==> config.mk <==
export PLATFORM = sky130hd
export DESIGN_NAME = charger_status_fault_regs
export DESIGN_NICKNAME = d
export VERILOG_FILES = /design/src/charger_status_fault_regs.v /design/src/fault_latch.v
export VERILOG_INCLUDE_DIRS = /design/src
export SDC_FILE = /design/constraint.sdc
export NUM_CORES = 1
export LEC_CHECK = 0
export BUFFER_PORTS_ARGS = -buffer_cell sky130_fd_sc_hd__buf_2
export CAP_MARGIN = 15
export CORE_AREA = 5 5 63 65
export DETAILED_ROUTE_END_ITERATION = 8
export DIE_AREA = 0 0 68 70
export GPL_ROUTABILITY_DRIVEN = 0
export GPL_TIMING_DRIVEN = 0
export PLACE_DENSITY = 0.82
export RECOVER_POWER = 25
export SLEW_MARGIN = 20
export SYNTH_ARGS = -nofsm -noshare
export SYNTH_HDL_FRONTEND = slang
export SYNTH_SLANG_ARGS = --single-unit
==> constraint.sdc <==
create_clock -name core_clk_i -period 1.56 [get_ports core_clk_i]
set_input_delay 0.156 -clock core_clk_i [delete_from_list [all_inputs] [get_ports core_clk_i]]
set_output_delay 0.156 -clock core_clk_i [all_outputs]
set_load 0.03 [all_outputs]
==> src/charger_regs_map.vh <==
// Register offsets, field positions, reset values and codes of the charger register bank
`ifndef CHARGER_REGS_MAP_VH
`define CHARGER_REGS_MAP_VH

// ----------------------------------------
// Register offsets
// ----------------------------------------
`define MISC_OPERATION_CONTROL_ADDR 8'h07
`define SYSTEM_STATUS_ADDR          8'h08
`define LATCHED_FAULT_ADDR          8'h09

// ----------------------------------------
// Reset and read values
// ----------------------------------------
`define MISC_OPERATION_CONTROL_RST  8'h4b
`define UNMAPPED_READ_VALUE         8'h00

// ----------------------------------------
// Control register fields
// ----------------------------------------
`define CTRL_FORCE_DETECT_BIT       7
`define CTRL_TIMER_HALF_BIT         6
`define CTRL_SWITCH_OFF_BIT         5
`define CTRL_MASK_CHARGE_BIT        1
`define CTRL_MASK_BATTERY_BIT       0

// ----------------------------------------
// Fault register fields
// ----------------------------------------
`define FAULT_WATCHDOG_BIT          7
`define FAULT_BOOST_BIT             6
`define FAULT_CHARGE_HI             5
`define FAULT_CHARGE_LO             4
`define FAULT_BATTERY_BIT           3
`define FAULT_RESERVED_BIT          2
`define FAULT_COLD_BIT              1
`define FAULT_HOT_BIT               0

// ----------------------------------------
// Field codes
// ----------------------------------------
`define SOURCE_NONE                 2'h0
`define SOURCE_USB_HOST             2'h1
`define SOURCE_ADAPTER              2'h2
`define SOURCE_BOOST                2'h3
`define CHARGE_FAULT_NORMAL         2'h0
`define CHARGE_FAULT_INPUT          2'h1
`define CHARGE_FAULT_THERMAL        2'h2
`define CHARGE_FAULT_TIMER          2'h3

`endif

==> src/charger_status_fault_regs.v <==
// Control, status and fault register bank of a single-cell charger
`timescale 1ns/10ps
`include "charger_regs_map.vh"

module charger_status_fault_regs (
  input  wire       core_clk_i,                // Core clock, 100 MHz
  input  wire       rst_n_i,                   // Synchronous reset, active low
  // Byte access from the serial interface engine
  input  wire [7:0] reg_addr_i,                // Register address
  input  wire       reg_wr_i,                  // Write strobe
  input  wire [7:0] reg_wdata_i,               // Write data
  input  wire       reg_rd_i,                  // Single-byte read strobe
  output reg  [7:0] reg_rdata_o,               // Read data
  output reg        reg_rvalid_o,              // Read data valid pulse
  // Input detection
  input  wire       input_present_i,           // Input supply present
  input  wire       detect_done_i,             // Detection run finished pulse
  output reg        force_input_limit_detect_o, // Detection run request
  // Safety timer
  input  wire       timer_tick_i,              // Base timer tick pulse
  output reg        timer_step_o,              // Safety timer advance pulse
  // Battery path switch
  output reg        battery_switch_off_o,      // Battery path switch forced off
  // Status levels
  input  wire [1:0] input_source_status_i,     // Detected source type
  input  wire [1:0] charge_phase_status_i,     // Charge phase
  input  wire       input_voltage_limiting_i,  // Input voltage limit active
  input  wire       input_current_limiting_i,  // Input current limit active
  input  wire       input_good_status_i,       // Input qualified good
  input  wire       thermal_reg_status_i,      // Thermal regulation active
  input  wire       sys_min_reg_status_i,      // Minimum system voltage regulation
  // Fault levels
  input  wire       watchdog_expired_i,        // Host watchdog expired
  input  wire       boost_fault_i,             // Boost blocked or stopped
  input  wire [1:0] charge_fault_code_i,       // Present charge fault code
  input  wire       battery_overvoltage_fault_i, // Battery overvoltage
  input  wire       boost_mode_i,              // Boost mode selects thermistor thresholds
  input  wire       cold_charge_i,             // Cold against charging threshold
  input  wire       hot_charge_i,              // Hot against charging threshold
  input  wire       cold_boost_i,              // Cold against boost threshold
  input  wire       hot_boost_i,               // Hot against boost threshold
  // Host notification
  output reg        int_o                      // Fault interrupt pulse
);

  // ----------------------------------------
  // Declarations
  // ----------------------------------------
  reg  [7:0] ctrl_q;
  reg  [7:0] ctrl_d;
  reg  [7:0] status_q;
  reg  [7:0] status_d;
  reg        detect_q;
  reg        detect_d;
  reg        half_q;
  reg        adapter_q;
  reg  [7:0] rdata_d;
  wire       ctrl_wr;
  wire       fault_rd;
  wire       slow_timer;
  wire       adapter_gone;
  wire       cold_sel;
  wire       hot_sel;
  wire [7:0] fault_byte;
  wire       new_fault;
  wire [1:0] therm_charge;
  wire [1:0] therm_boost;
  wire [1:0] therm_sel;
  genvar     g;

  // ----------------------------------------
  // Address decode
  // ----------------------------------------
  // Writes land only on the control register
  assign ctrl_wr  = reg_wr_i & (reg_addr_i == `MISC_OPERATION_CONTROL_ADDR);
  // Each single-byte read of the fault register clears it
  assign fault_rd = reg_rd_i & (reg_addr_i == `LATCHED_FAULT_ADDR);

  // ----------------------------------------
  // Control register
  // ----------------------------------------
  // Plain storage for timer, switch, reserved and mask bits
  always @*
  begin
    ctrl_d = ctrl_q;
    if (ctrl_wr)
    begin
      ctrl_d = reg_wdata_i;
    end
    // Trigger bit mirrors the detection state
    ctrl_d[`CTRL_FORCE_DETECT_BIT] = detect_d;
  end

  // Control flops, masks and slowdown set out of reset
  always @(posedge core_clk_i)
  begin
    if (!rst_n_i)
    begin
      ctrl_q <= `MISC_OPERATION_CONTROL_RST;
    end
    else
    begin
      ctrl_q <= ctrl_d;
    end
  end

  // ----------------------------------------
  // Forced input limit detection
  // ----------------------------------------
  // Request set by write with input present, cleared when run ends;
  // a new trigger in the finishing cycle wins over the clear
  always @*
  begin
    detect_d = detect_q;
    if (detect_q && detect_done_i)
    begin
      detect_d = 1'b0;
    end
    if (!input_present_i)
    begin
      detect_d = 1'b0;
    end
    if (ctrl_wr && reg_wdata_i[`CTRL_FORCE_DETECT_BIT] && input_present_i)
    begin
      detect_d = 1'b1;
    end
  end

  // Request flop and its pin copy
  always @(posedge core_clk_i)
  begin
    if (!rst_n_i)
    begin
      detect_q                   <= 1'b0;
      force_input_limit_detect_o <= 1'b0;
    end
    else
    begin
      detect_q                   <= detect_d;
      force_input_limit_detect_o <= detect_d;
    end
  end

  // ----------------------------------------
  // Safety timer speed
  // ----------------------------------------
  // Slowed only while limiting or regulating thermally
  assign slow_timer = ctrl_q[`CTRL_TIMER_HALF_BIT] &
                      (input_voltage_limiting_i | input_current_limiting_i |
                       thermal_reg_status_i);

  // Half speed passes every second tick
  always @(posedge core_clk_i)
  begin
    if (!rst_n_i)
    begin
      half_q       <= 1'b0;
      timer_step_o <= 1'b0;
    end
    else
    begin
      if (timer_tick_i)
      begin
        half_q <= slow_timer ? ~half_q : 1'b0;
      end
      timer_step_o <= timer_tick_i & (~slow_timer | half_q);
    end
  end

  // ----------------------------------------
  // Battery path switch
  // ----------------------------------------
  // Follows the control value in the write's cycle
  always @(posedge core_clk_i)
  begin
    if (!rst_n_i)
    begin
      battery_switch_off_o <= 1'b0;
    end
    else
    begin
      battery_switch_off_o <= ctrl_d[`CTRL_SWITCH_OFF_BIT];
    end
  end

  // ----------------------------------------
  // System status register
  // ----------------------------------------
  // Sampled every cycle from the charger's live state
  always @*
  begin
    status_d = {input_source_status_i,
                charge_phase_status_i,
                input_voltage_limiting_i | input_current_limiting_i,
                input_good_status_i,
                thermal_reg_status_i,
                sys_min_reg_status_i};
  end

  // Status snapshot, one cycle behind the inputs
  always @(posedge core_clk_i)
  begin
    if (!rst_n_i)
    begin
      status_q <= 8'h00;
    end
    else
    begin
      status_q <= status_d;
    end
  end

  // ----------------------------------------
  // Adapter removal detect
  // ----------------------------------------
  // One pulse on the adapter-to-other transition
  always @(posedge core_clk_i)
  begin
    if (!rst_n_i)
    begin
      adapter_q <= 1'b0;
    end
    else
    begin
      adapter_q <= (input_source_status_i == `SOURCE_ADAPTER);
    end
  end

  // Single pulse as the adapter leaves
  assign adapter_gone = adapter_q & (input_source_status_i != `SOURCE_ADAPTER);

  // ----------------------------------------
  // Thermistor threshold selection
  // ----------------------------------------
  // Bit 1 cold, bit 0 hot; boost mode uses its own comparator pair
  assign therm_charge = {cold_charge_i, hot_charge_i};
  assign therm_boost  = {cold_boost_i, hot_boost_i};

  generate
    for (g = 0; g < 2; g = g + 1)
    begin : g_therm_sel
      assign therm_sel[g] = boost_mode_i ? therm_boost[g] : therm_charge[g];
    end
  endgenerate

  assign cold_sel = therm_sel[1];
  assign hot_sel  = therm_sel[0];

  // ----------------------------------------
  // Latched fault register
  // ----------------------------------------
  fault_latch u_fault_latch (
    .core_clk_i     (core_clk_i),
    .rst_n_i        (rst_n_i),
    .watchdog_i     (watchdog_expired_i),
    .boost_i        (boost_fault_i),
    .charge_code_i  (charge_fault_code_i),
    .adapter_gone_i (adapter_gone),
    .battery_ov_i   (battery_overvoltage_fault_i),
    .cold_i         (cold_sel),
    .hot_i          (hot_sel),
    .read_clear_i   (fault_rd),
    .mask_charge_i  (ctrl_q[`CTRL_MASK_CHARGE_BIT]),
    .mask_battery_i (ctrl_q[`CTRL_MASK_BATTERY_BIT]),
    .fault_q        (fault_byte),
    .new_fault_q    (new_fault)
  );

  // ----------------------------------------
  // Interrupt output
  // ----------------------------------------
  // Fault pulse moved onto a pin flop
  always @(posedge core_clk_i)
  begin
    if (!rst_n_i)
    begin
      int_o <= 1'b0;
    end
    else
    begin
      int_o <= new_fault;
    end
  end

  // ----------------------------------------
  // Read data path
  // ----------------------------------------
  // Unmapped addresses read as zero
  always @*
  begin
    case (reg_addr_i)
      `MISC_OPERATION_CONTROL_ADDR: rdata_d = ctrl_q;
      `SYSTEM_STATUS_ADDR:          rdata_d = status_q;
      `LATCHED_FAULT_ADDR:          rdata_d = fault_byte;
      default:                      rdata_d = `UNMAPPED_READ_VALUE;
    endcase
  end

  // Data held until the next read
  always @(posedge core_clk_i)
  begin
    if (!rst_n_i)
    begin
      reg_rdata_o  <= 8'h00;
      reg_rvalid_o <= 1'b0;
    end
    else
    begin
      reg_rvalid_o <= reg_rd_i;
      if (reg_rd_i)
      begin
        reg_rdata_o <= rdata_d;
      end
    end
  end

endmodule // charger_status_fault_regs

==> src/fault_latch.v <==
// Sticky fault register with clear on read and fault event pulse
`timescale 1ns/10ps
`include "charger_regs_map.vh"

module fault_latch (
  input  wire       core_clk_i,      // Core clock
  input  wire       rst_n_i,         // Synchronous reset, active low
  input  wire       watchdog_i,      // Watchdog expired level
  input  wire       boost_i,         // Boost blocked level
  input  wire [1:0] charge_code_i,   // Present charge fault code
  input  wire       adapter_gone_i,  // Adapter removal pulse
  input  wire       battery_ov_i,    // Battery overvoltage level
  input  wire       cold_i,          // Thermistor cold level
  input  wire       hot_i,           // Thermistor hot level
  input  wire       read_clear_i,    // Fault register read pulse
  input  wire       mask_charge_i,   // Charge fault interrupt enable
  input  wire       mask_battery_i,  // Battery fault interrupt enable
  output reg  [7:0] fault_q,         // Latched fault byte
  output reg        new_fault_q      // New unmasked fault pulse
);

  reg  [7:0] event_d;
  reg  [7:0] fault_d;
  reg  [1:0] code_d;
  reg  [7:0] rise_d;

  // ----------------------------------------
  // Next fault byte
  // ----------------------------------------
  // Read returns then clears; events this cycle survive the clear
  always @*
  begin
    code_d = adapter_gone_i ? `CHARGE_FAULT_INPUT : charge_code_i;
    event_d = 8'h00;
    event_d[`FAULT_WATCHDOG_BIT] = watchdog_i;
    event_d[`FAULT_BOOST_BIT] = boost_i;
    event_d[`FAULT_CHARGE_HI:`FAULT_CHARGE_LO] = code_d;
    event_d[`FAULT_BATTERY_BIT] = battery_ov_i;
    event_d[`FAULT_COLD_BIT] = cold_i;
    event_d[`FAULT_HOT_BIT] = hot_i;
    fault_d = read_clear_i ? 8'h00 : fault_q;
    fault_d = fault_d | {event_d[7:6], 2'b00, event_d[3:0]};
    // First code held until read
    if (fault_d[`FAULT_CHARGE_HI:`FAULT_CHARGE_LO] == `CHARGE_FAULT_NORMAL)
    begin
      fault_d[`FAULT_CHARGE_HI:`FAULT_CHARGE_LO] = code_d;
    end
    fault_d[`FAULT_RESERVED_BIT] = 1'b0;
    rise_d = fault_d & ~fault_q;
  end

  // ----------------------------------------
  // Fault and event registers
  // ----------------------------------------
  always @(posedge core_clk_i)
  begin
    if (!rst_n_i)
    begin
      fault_q     <= 8'h00;
      new_fault_q <= 1'b0;
    end
    else
    begin
      fault_q     <= fault_d;
      new_fault_q <= rise_d[`FAULT_WATCHDOG_BIT] | rise_d[`FAULT_BOOST_BIT] |
                     ((rise_d[`FAULT_CHARGE_HI] | rise_d[`FAULT_CHARGE_LO]) & mask_charge_i) |
                     (rise_d[`FAULT_BATTERY_BIT] & mask_battery_i) |
                     rise_d[`FAULT_COLD_BIT] | rise_d[`FAULT_HOT_BIT];
    end
  end

endmodule // fault_latch

==> results of run 1 <==
[flip-flops by register name, summed over array words and instances, names as in the netlist]
name	cells
adapter_q	1
ctrl_q	8
half_q	1
int_o	1
reg_rdata_o	8
reg_rvalid_o	1
status_q	8
timer_step_o	1
u_fault_latch.fault_q	7
u_fault_latch.new_fault_q	1
[final cells by class]
class	instances	area share, %
multi-input combinational	111	38.1
tap	46	3.00
clock inverter	2	0.521
sequential	37	38.6
inverter	8	1.56
clock buffer	6	2.15
timing repair buffer	55	14.7
buffer	6	1.37
[placed cells by master, fill, tap and decap left out, types with 4 or more instances in the layout]
cell      instances
inv_1             8
buf_2            54
and2_0            5
a22oi_1           4
dfxtp_1          37
mux2_2            4
a21oi_1          11
nand2_1          20
o21ai_0           9
mux2i_1           9
clkbuf_4          5
nor2_1           14
and2_1            5
clkbuf_1          6
[Yosys cell counts, types with 2 or more instances]
master / number
a21o_1: 3
a21oi_1: 12
a21oi_2: 2
a22o_1: 3
a22oi_1: 4
and2_1: 10
and3_1: 2
buf_2: 3
clkbuf_1: 3
dfxtp_1: 37
inv_1: 8
mux2_2: 4
mux2i_1: 9
nand2_1: 20
nand3_4: 2
nor2_1: 14
nor2b_1: 2
nor3b_2: 2
o21ai_0: 9
o22ai_1: 2
[metal layers]
| layer | GRT usage [%] | up-vias | share of wire [%] |
|---|---|---|---|
| met2 | 24.9 | 40 | 48 |
| met4 | 5.74 | 0 | 0.95 |
| met1 | 17.8 | 582 | 44 |
| li1 | - | 681 | - |
| met3 | 4.81 | 2 | 6.9 |
| met5 | 0 | - | 0 |
[power by group through the flow]
stage | sequential, W | clock [W] | combinational (W)
6_report | 0.00100 | 0.000471 | 0.000200
5_1_grt | 0.00101 | 0.000525 | 0.000222
4_1_cts | 0.000999 | 0.000477 | 0.000202
3_5_place_dp | 0.00102 | 0 | 0.000197
3_3_place_gp | 0.00102 | 0 | 0.000193
2_1_floorplan | 0.00102 | 0 | 0.000103
[worst max-delay path by stage]
stage	startpoint	endpoint	slack (ns)
after CTS	input_source_status_i[0]	u_fault_latch.new_fault_q$_SDFF_PN0_	0.03
after global placement	reg_addr_i[3]	ctrl_q[6]$_SDFFE_PN1P_	0.07
after floorplan	reg_addr_i[5]	u_fault_latch.fault_q[5]$_SDFF_PN0_	0.36
after detailed placement	reg_addr_i[3]	ctrl_q[6]$_SDFFE_PN1P_	0.02
final	input_source_status_i[0]	u_fault_latch.new_fault_q$_SDFF_PN0_	0.10
after global routing	input_source_status_i[0]	u_fault_latch.new_fault_q$_SDFF_PN0_	0.06
[cells by family after synthesis]
family	Yosys count
AO/OA/AOI/OAI	41
buffers and inverters	14
flip-flops	37
multiplexers	13
AND/OR/NAND/NOR	57
[through the flow]
| step | instance area (um2) | util, % | power [W] | instances |
|---|---|---|---|---|
| 3_5_place_dp | 1850 | 56.3 | 0.00122 | 261 |
| 4_1_cts | 1920 | 58.4 | 0.00168 | 271 |
| 3_3_place_gp | 1850 | 56.3 | 0.00121 | 261 |
| 6_report | 1920 | 58.5 | 0.00167 | 271 |
| 5_1_grt | 1920 | 58.5 | 0.00175 | 271 |
| 2_1_floorplan | 1530 | - | 0.00113 | 162 |
[repair_timing]
item / in CTS / in global routing
hold buffers: 2 / 0
endpoints found under the setup margin: 0 / 1
hold endpoints to repair: 2 / 0
gates resized for setup: 0 / 1
==> impl.org, run 1 <==
** Clock network
- Number of H-tree levels :: 2
- Clock slew seen by the registers of the worst setup and hold paths :: 0.11 ns
- Root Buffer Master :: clkbuf_4
- At the later pin of the worst-skew pair, clock insertion delay measures 0.33 ns.
- After clock tree synthesis, the setup repair step added 0 buffers.
- Number of buffers on the longest clock path :: 2
- TritonCTS built the clock tree.
- Number of clock buffers inserted by TritonCTS :: 5
- Clk sink count :: 37

** Setup path
- Flop-to-flop setup slack :: 0.39 ns
- Endpoint of the most critical register-to-register path :: u_fault_latch.new_fault_q$_SDFF_PN0_
- STA classifies the critical path startpoint as a primary input.
- Max incr delay on CP :: 0.53 ns
- Depth of the worst register-to-register path :: 4
- Critical Path Sink Type :: register
- The worst register-to-register path begins at u_fault_latch.fault_q[6]$_SDFF_PN0_.
- Worst Path Max Fanout :: 3
- Worst Path Buf+Inv :: 2
- For this design, the slowest cell found on the critical path is dlygate4sd3_1.
- The signal on the critical path passes through dlygate4sd3_1, clkbuf_1, nand2b_1, a21oi_2, o22a_1, nor3b_2, o31a_1.
- For the worst setup path, the data arrival time is 1.69 ns.
- Cell depth of the worst setup path :: 7
- The cell family contributing the most delay on the critical path is buffers and inverters.
- Kind of critical path :: in -> reg
- Data required time at the worst endpoint :: between 1.5 and 2 ns

** Synth
- Summing the areas of all compound-gate instances in the mapped netlist gives 17.6% of the synthesized area.
- Total number of yosys warnings :: 0
- Synth Area in Simple Gates :: 21.3%
- The synthesized design devotes to its leading area cell type 48.6% of total area.
- The portion of synthesized area spent on multiplexers is 8.86%.
- Adder and majority cell fraction of the synthesized area :: 0%
- For this run, the leading register cell type out of synthesis is dfxtp_1.
- The share of the Yosys chip area taken by registers is approximately half.
- Fraction of synthesis flops using an asynchronous set or reset pin :: 0%
- Top cells by area, synth :: dfxtp_1 (49%), mux2i_1 (5.9%), nand2_1 (4.9%)
- Register bit total from synthesis :: 37
- The synthesized netlist contains 31 unique library cells.
- Dominant combinational cell family by area after synthesis :: simple AND/OR/NAND/NOR gates
- Average instance area after synthesis :: 9.41 um2
- Post-synthesis share of cell area spent on xor and xnor gates :: 0%
- Cell Area, Synth :: 1530 um2
- Counting every net in the synthesized netlist gives 204.
- The largest total area in the synthesized netlist belongs to dfxtp_1.
- Count of flip-flops with a built-in enable after synthesis :: 0
- Synthesis produced a netlist whose cell count is 162.

** Routing
- DRC :: 0
- Using the TritonRoute via totals, the vias-per-cell ratio works out to 4.82.
- After the first detailed-routing iteration, the DRC count stood at 59.
- The final layout contains routed wiring with a total length of 3.36 mm.
- Detailed-route wire length per cell :: roughly 12 um
- The count of nets left with antenna violations once routing finished came out at 0.
- For this block, the via count after detailed routing is 1,305.
- The first detailed-routing pass took 5 iterations.

** Place
- Count of input and output buffers :: 53
- Placed wire-length estimate :: 2.64 mm
- Prior to clock tree synthesis, the placed netlist has a worst setup slack of around 0.021 ns.

** STA
- Number of hold violations in the final report :: 0
- Unrepaired setup endpoints after global routing :: false
- Final Setup Violations :: 0
- Max-slew violation total from the final report :: 0
- Based on the critical path, the design can be clocked at up to a little under 0.7 GHz.
- For the pin with the worst max-slew slack, the measured transition is 0.542 ns.
- Final hold analysis gives a worst-case slack of around 0.02 ns.
- Final worst slack :: 0.101 ns
- Post-layout minimum cycle time :: approximately 1.5 ns
- Setup Total Neg Slack :: 0 ns
- The worst path uses 93.5% of the clock period.
- The worst pin sits at a relative slew slack of between 60% and 70%.
- Setup Skew :: 0.00743 ns

** Layout
- In the final layout, the share of cells above drive strength 1 is 33.3%.
- Relative to the synthesized area, the layout overhead comes to 25.9%.
- Across the whole layout, storage elements account for 741 um2.
- The net count of the finished layout is about 270.
- The multi-input combinational cells in the finished layout cover a total of about 730 um2.
- Fill cells in the final layout number 304.
- Antenna diode count :: 0

** Global route
- Entering global routing, the biggest net connects 12 pins.
- Global routing used between 15 and 20% of the available tracks.
- Global route total overflow :: 0
- The number of antenna violations at the first check in global routing was 0.
- The via count of the first global-routing pass is 1,291.
- Global-route wire length before repair :: 5.46 mm

** Hold path
- The startpoint identified for the worst hold timing path is sys_min_reg_status_i.
- For hold timing, the worst endpoint is status_q[0]$_SDFF_PN0_.
- Cells on Worst Hold Path :: 2
- Class of the worst hold path :: in -> reg

** Floorplanning
- Core region area :: 3280 um2
- 55 I/O pins were placed.
- Overall die width :: just under 70 um
- The die covers between 4000 and 5000 um2.
- The floorplan has 21 rows.
- For this configuration, the core starts out at a cell density of a little under half.
- Chip Height :: 70 um

** Run status
- Status :: complete, no violations

** Pwr
- In this run, the combinational gates consume 12.0% of the power.
- Internal power component :: 0.00125 W
- Registers are responsible for between 50 and 60% of the overall power.
- For this design the static power due to leakage is 0.912 nW.
- PD cells :: 870 nW/um2
- Switch Pwr :: 0.000421 W
- Of the total power, the clock network draws 28.2%.
- VDD sags by at most 0.490 mV.
- Sw Share :: 25.2%

** Job
- Across the run, the number of max-cap violations was 0.
Note: power is estimated with default switching activity, not from simulation.
==> run 2: changes to the inputs <==
--- a/config.mk
+++ b/config.mk
@@ -13,9 +13,10 @@
 export DIE_AREA = 0 0 68 70
 export GPL_ROUTABILITY_DRIVEN = 0
 export GPL_TIMING_DRIVEN = 0
-export PLACE_DENSITY = 0.82
+export PLACE_DENSITY = 0.77
 export RECOVER_POWER = 25
 export SLEW_MARGIN = 20
 export SYNTH_ARGS = -nofsm -noshare
 export SYNTH_HDL_FRONTEND = slang
+export SYNTH_HIERARCHICAL = 1
 export SYNTH_SLANG_ARGS = --single-unit
==> run 2 against run 1 <==
Compared with the run above:
- synthesized cell count decreased by 0.62%
- worst hold slack improved by 0.0038 ns
- global-route usage increased by 1.2 points
- setup slack improved by 0.13 ns
- fmax increased by 9.7%
- sequential power about the same
- die area unchanged
- clock power increased by 5.9%
- first-iteration DRC count increased by 6.8%
- clock skew increased by 0.0011 ns
- cell count decreased by 1.5%
- critical path type unchanged
- critical endpoint is now u_fault_latch/new_fault_q$_SDFF_PN0_
- highest routed layer unchanged
==> impl.org, run 2 <==
** Run status
- The run finished with clean final reports.

** STA
- The minimum clock period came to 1.33 ns (-0.128 ns).
- Final Cycle Share :: 85.3% (-8.2 points)
- Slew headroom :: 65.1% (+1.2 points)
- Final Setup Violations :: 0 (unchanged)
- Unrepaired setup endpoints after global routing :: false
- The final-report max-slew violation count was 0 (unchanged).
- The hold violation total from the final report is 0 (unchanged).
- The slew of the pin with the lowest slew margin was 0.523 ns (-0.0184 ns).
- Setup Skew :: 0.00855 ns (+0.00112 ns)
- The upper clock frequency limit came to 0.751 GHz (+9.7%).
- The setup TNS after final layout was 0 ns (unchanged).

** Routing
- The average detailed-routed wire length per instance is 13.1 um (+6.0%).
- The count of nets left with antenna violations after detail routing is 0 (unchanged).
- Number of optimization iterations in the first detailed-route pass :: 4 (-1)
- The post-route met1 wirelength came to 1.59 mm (+7.6%).
- The highest metal layer carrying signal wires in the routed design is met4.
- Routed vias/inst :: 5.07 (+5.3%)
- Met3 layer wire length in the routed design :: 260 um (+13%)
- The violation count after the first detailed-routing iteration is 63 (+6.8%).
- The number of DRC violations after detailed routing came to 0 (unchanged).
- The total detailed-routing wirelength was 3.51 mm (+4.5%).
- Via count :: 1,354 (+3.8%)
- The routed wire length on met2 came to 1.61 mm (-0.49%).

** Global route
- The via count of the first global-routing pass was 1,271 (-1.5%).
- The number of antenna violations at the first check in global routing is 0 (unchanged).
- Global-route wire length before repair :: 5.92 mm (+8.3%)
- Pin count of the biggest net entering global routing :: 14 (+2)
- The total grt overflow came to 0 (unchanged).
- Overall track demand over capacity in global routing :: 16.4% (+1.2 points)

** Pwr
- The net switching power is 0.000406 W (-3.6%).
- The power share of the clock group is 29.2% (+1.0 points).
- Tot Pwr :: 0.00171 W (+2.3%)
- Part of the total power dissipated in sequential elements :: 58.4% (-1.4 points)
- Static leakage :: 0.874 nW (-4.2%)
- Peak supply drop :: 0.562 mV (+15%)
- The combinational group share of total power was 12.4% (+0.4 points).
- PD cells :: 878 nW/um2 (+0.96%)
- The internal power component was 0.00130 W (+4.2%).
- The switching power share of the total came to 23.7% (-1.4 points).

** Synth
- The synthesized area per cell is 9.75 um2 (+3.6%).
- The share of synthesized area occupied by flip-flops and latches is 47.2% (-1.4 points).
- Top cell type's share of synthesized area :: 47.2% (-1.4 points)
- The cell count after synthesis is 161 (-0.62%).
- Most frequently used cell type in the post-synthesis netlist :: dfxtp_1
- By count the netlist is led by dfxtp_1 (37), nand2_1 (16), mux2_2 (10).
- Unique masters post-synth :: 39 (+26%)
- Yosys attributes the largest share of cell area to dfxtp_1 (47%), mux2_2 (7.2%), a22oi_1 (3.8%).
- Fraction of synthesis flops using an asynchronous set or reset pin :: 0% (unchanged)
- The number of warnings printed during yosys synthesis is 6 (+6).
- The most used flip-flop cell after synthesis is dfxtp_1.
- Syn nets :: 203 (-0.49%)
- Register bit total from synthesis :: 37 (unchanged)
- Summed over all instances, the cell type with the most area after synthesis is dfxtp_1.
- Count of flip-flops with a built-in enable after synthesis :: 0 (unchanged)
- Cell Area, Synth :: 1570 um2 (+3.0%)

** Hold path
- Start point of the worst min-delay path :: charge_phase_status_i[0]
- Class of the worst hold path :: in -> reg
- The hold-critical path depth was 2 (unchanged).
- Hold Path End :: status_q[4]$_SDFF_PN0_

** Setup path
- Endpoint of the most critical register-to-register path :: u_fault_latch/new_fault_q$_SDFF_PN0_
- The worst path required time is 1.83 ns (+0.04 ns).
- The worst path arrival time was 1.60 ns (-0.09 ns).
- The number of cell instances on the worst register-to-register path is 5 (+1).
- Critical register-to-register path startpoint :: adapter_q$_SDFF_PN0_
- The worst setup path is captured at a register.
- Kind of critical path :: in -> reg
- Startpoint class of the critical path :: primary input
- The top fanout value on the critical path was 9 (+6).
- Flop-to-flop setup slack :: 0.42 ns (+0.03 ns)

** Clock network
- Clock latency at the later pin of the worst-skew pair :: 0.33 ns (about the same)
- TritonCTS built the clock tree.
- The number of buffers inserted by hold repair at cts came to 0 (-2).
- Number of H-tree levels :: 2 (unchanged)
- Post-CTS resize count :: 0 (unchanged)
- Number of buffers on the longest clock path :: 2 (unchanged)
- The post-CTS clock slew at the launch and capture registers of the worst setup and hold paths was 0.11 ns (about the same).
- The CTS buffer count came to 5 (unchanged).
- Clk sink count :: 37 (unchanged)
- Root Buffer Master :: clkbuf_4
- Setup repair bufs after CTS :: 0 (unchanged)

** Layout
- Net count, final :: 263 (-1.1%)
- The layout filler cell count is 306 (+0.66%).
- Synthesis-to-finish area growth :: 23.9%
- In the final layout, the registers with the most flip-flops are ctrl_q (8), reg_rdata_o (8), status_q (8).
- The library cell used most frequently in the layout, excluding fill and tap cells, is buf_2.
- In the layout the commonest cells are buf_2 (53), dfxtp_1 (37), nand2_1 (16).
- The number of antenna diodes was 0 (unchanged).
- Share of layout cells above drive strength 1 :: 35.3% (+2.0 points)
- Post-layout util :: 59.2% (+0.76 points)

** Floorplanning
- The initial cell density of the core was 47.8% (+1.4 points).
- The number of placement rows is 21 (unchanged).
- Overall die width :: 68 um (unchanged)
- Core region area :: 3280 um2 (unchanged)
- Die Footprint :: 4760 um2 (unchanged)
- Chip Height :: 70 um (unchanged)
- The I/O pin count came to 55 (unchanged).

** Job
- Max-cap violations :: 0 (unchanged)

** Place
- Placed wire-length estimate :: 2.72 mm (+2.8%)
- Count of input and output buffers :: 53 (unchanged)
## run 2: worst max path at each step
stage                   from                              endpoint  slack [ns]  cells past startpoint
2_1_floorplan  reg_addr_i[1]  u_fault_latch/new_fault_q$_SDFF_PN0_        0.25                      6
3_3_place_gp   reg_addr_i[1]  u_fault_latch/new_fault_q$_SDFF_PN0_       -0.08                      7
3_5_place_dp   reg_addr_i[1]  u_fault_latch/new_fault_q$_SDFF_PN0_       -0.07                      7
4_1_cts        reg_addr_i[1]  u_fault_latch/new_fault_q$_SDFF_PN0_        0.27                      7
5_1_grt              rst_n_i                ctrl_q[6]$_SDFFE_PN1P_        0.11                      5
6_report       reg_addr_i[1]  u_fault_latch/new_fault_q$_SDFF_PN0_        0.23                      7
## run 2: cells by family (layout without fill, tap and decap cells)
| logic type | count (synthesis) | after routing | share of synthesized area [%] |
|---|---|---|---|
| flip-flops | 37 | 37 | 47.2 |
| AND/OR/NAND/NOR | 59 | 59 | 22.5 |
| AO/OA/AOI/OAI | 37 | 37 | 16.3 |
| other | 1 | 1 | 0.239 |
| buffers and inverters | 14 | 74 | 4.70 |
| multiplexers | 13 | 13 | 9.08 |
## run 2: metal layers
metal / global-route usage (%) / up-vias
li1: - / 681
met1: 22.1 / 616
met2: 24.4 / 53
met3: 4.65 / 4
met4: 5.96 / 0
met5: 0 / -
## run 2: critical path, cell delays in order
cell	delay, ns
buf_2	0.11
nor3b_2	0.45
and4_2	0.41
nand2b_1	0.08
a21oi_1	0.16
o21ai_1	0.09
a21boi_1	0.15
## run 2: final cells by class
type	count	area (um2)	area share [%]
Multi-Input combinational cell	110	756	38.8
Sequential cell	37	741	38.1
Clock buffer	7	55.1	2.83
Inverter	7	26.3	1.35
Buffer	7	46.3	2.38
Timing Repair Buffer	53	264	13.6
Tap cell	46	57.6	2.96
## run 2: power by group through the flow
stage	Sequential, W	Combinational (W)	Clock [W]
after floorplan	0.00102	0.000117	0
after global placement	0.00102	0.000213	0
after detailed placement	0.00102	0.000214	0
after CTS	0.000998	0.000214	0.000516
after global routing	0.00100	0.000238	0.000557
final	0.000998	0.000212	0.000499
## run 2: per-stage QoR
stage	instance area (um2)	setup slack [ns]	hold WS, ns	cells
after floorplan	1570	0.246	0.272	161
after global placement	1890	-0.0754	0.359	260
after detailed placement	1890	-0.0747	0.360	260
after CTS	1950	0.274	0.0109	267
after global routing	1950	0.106	0.0162	267
final	1950	0.229	0.0240	267
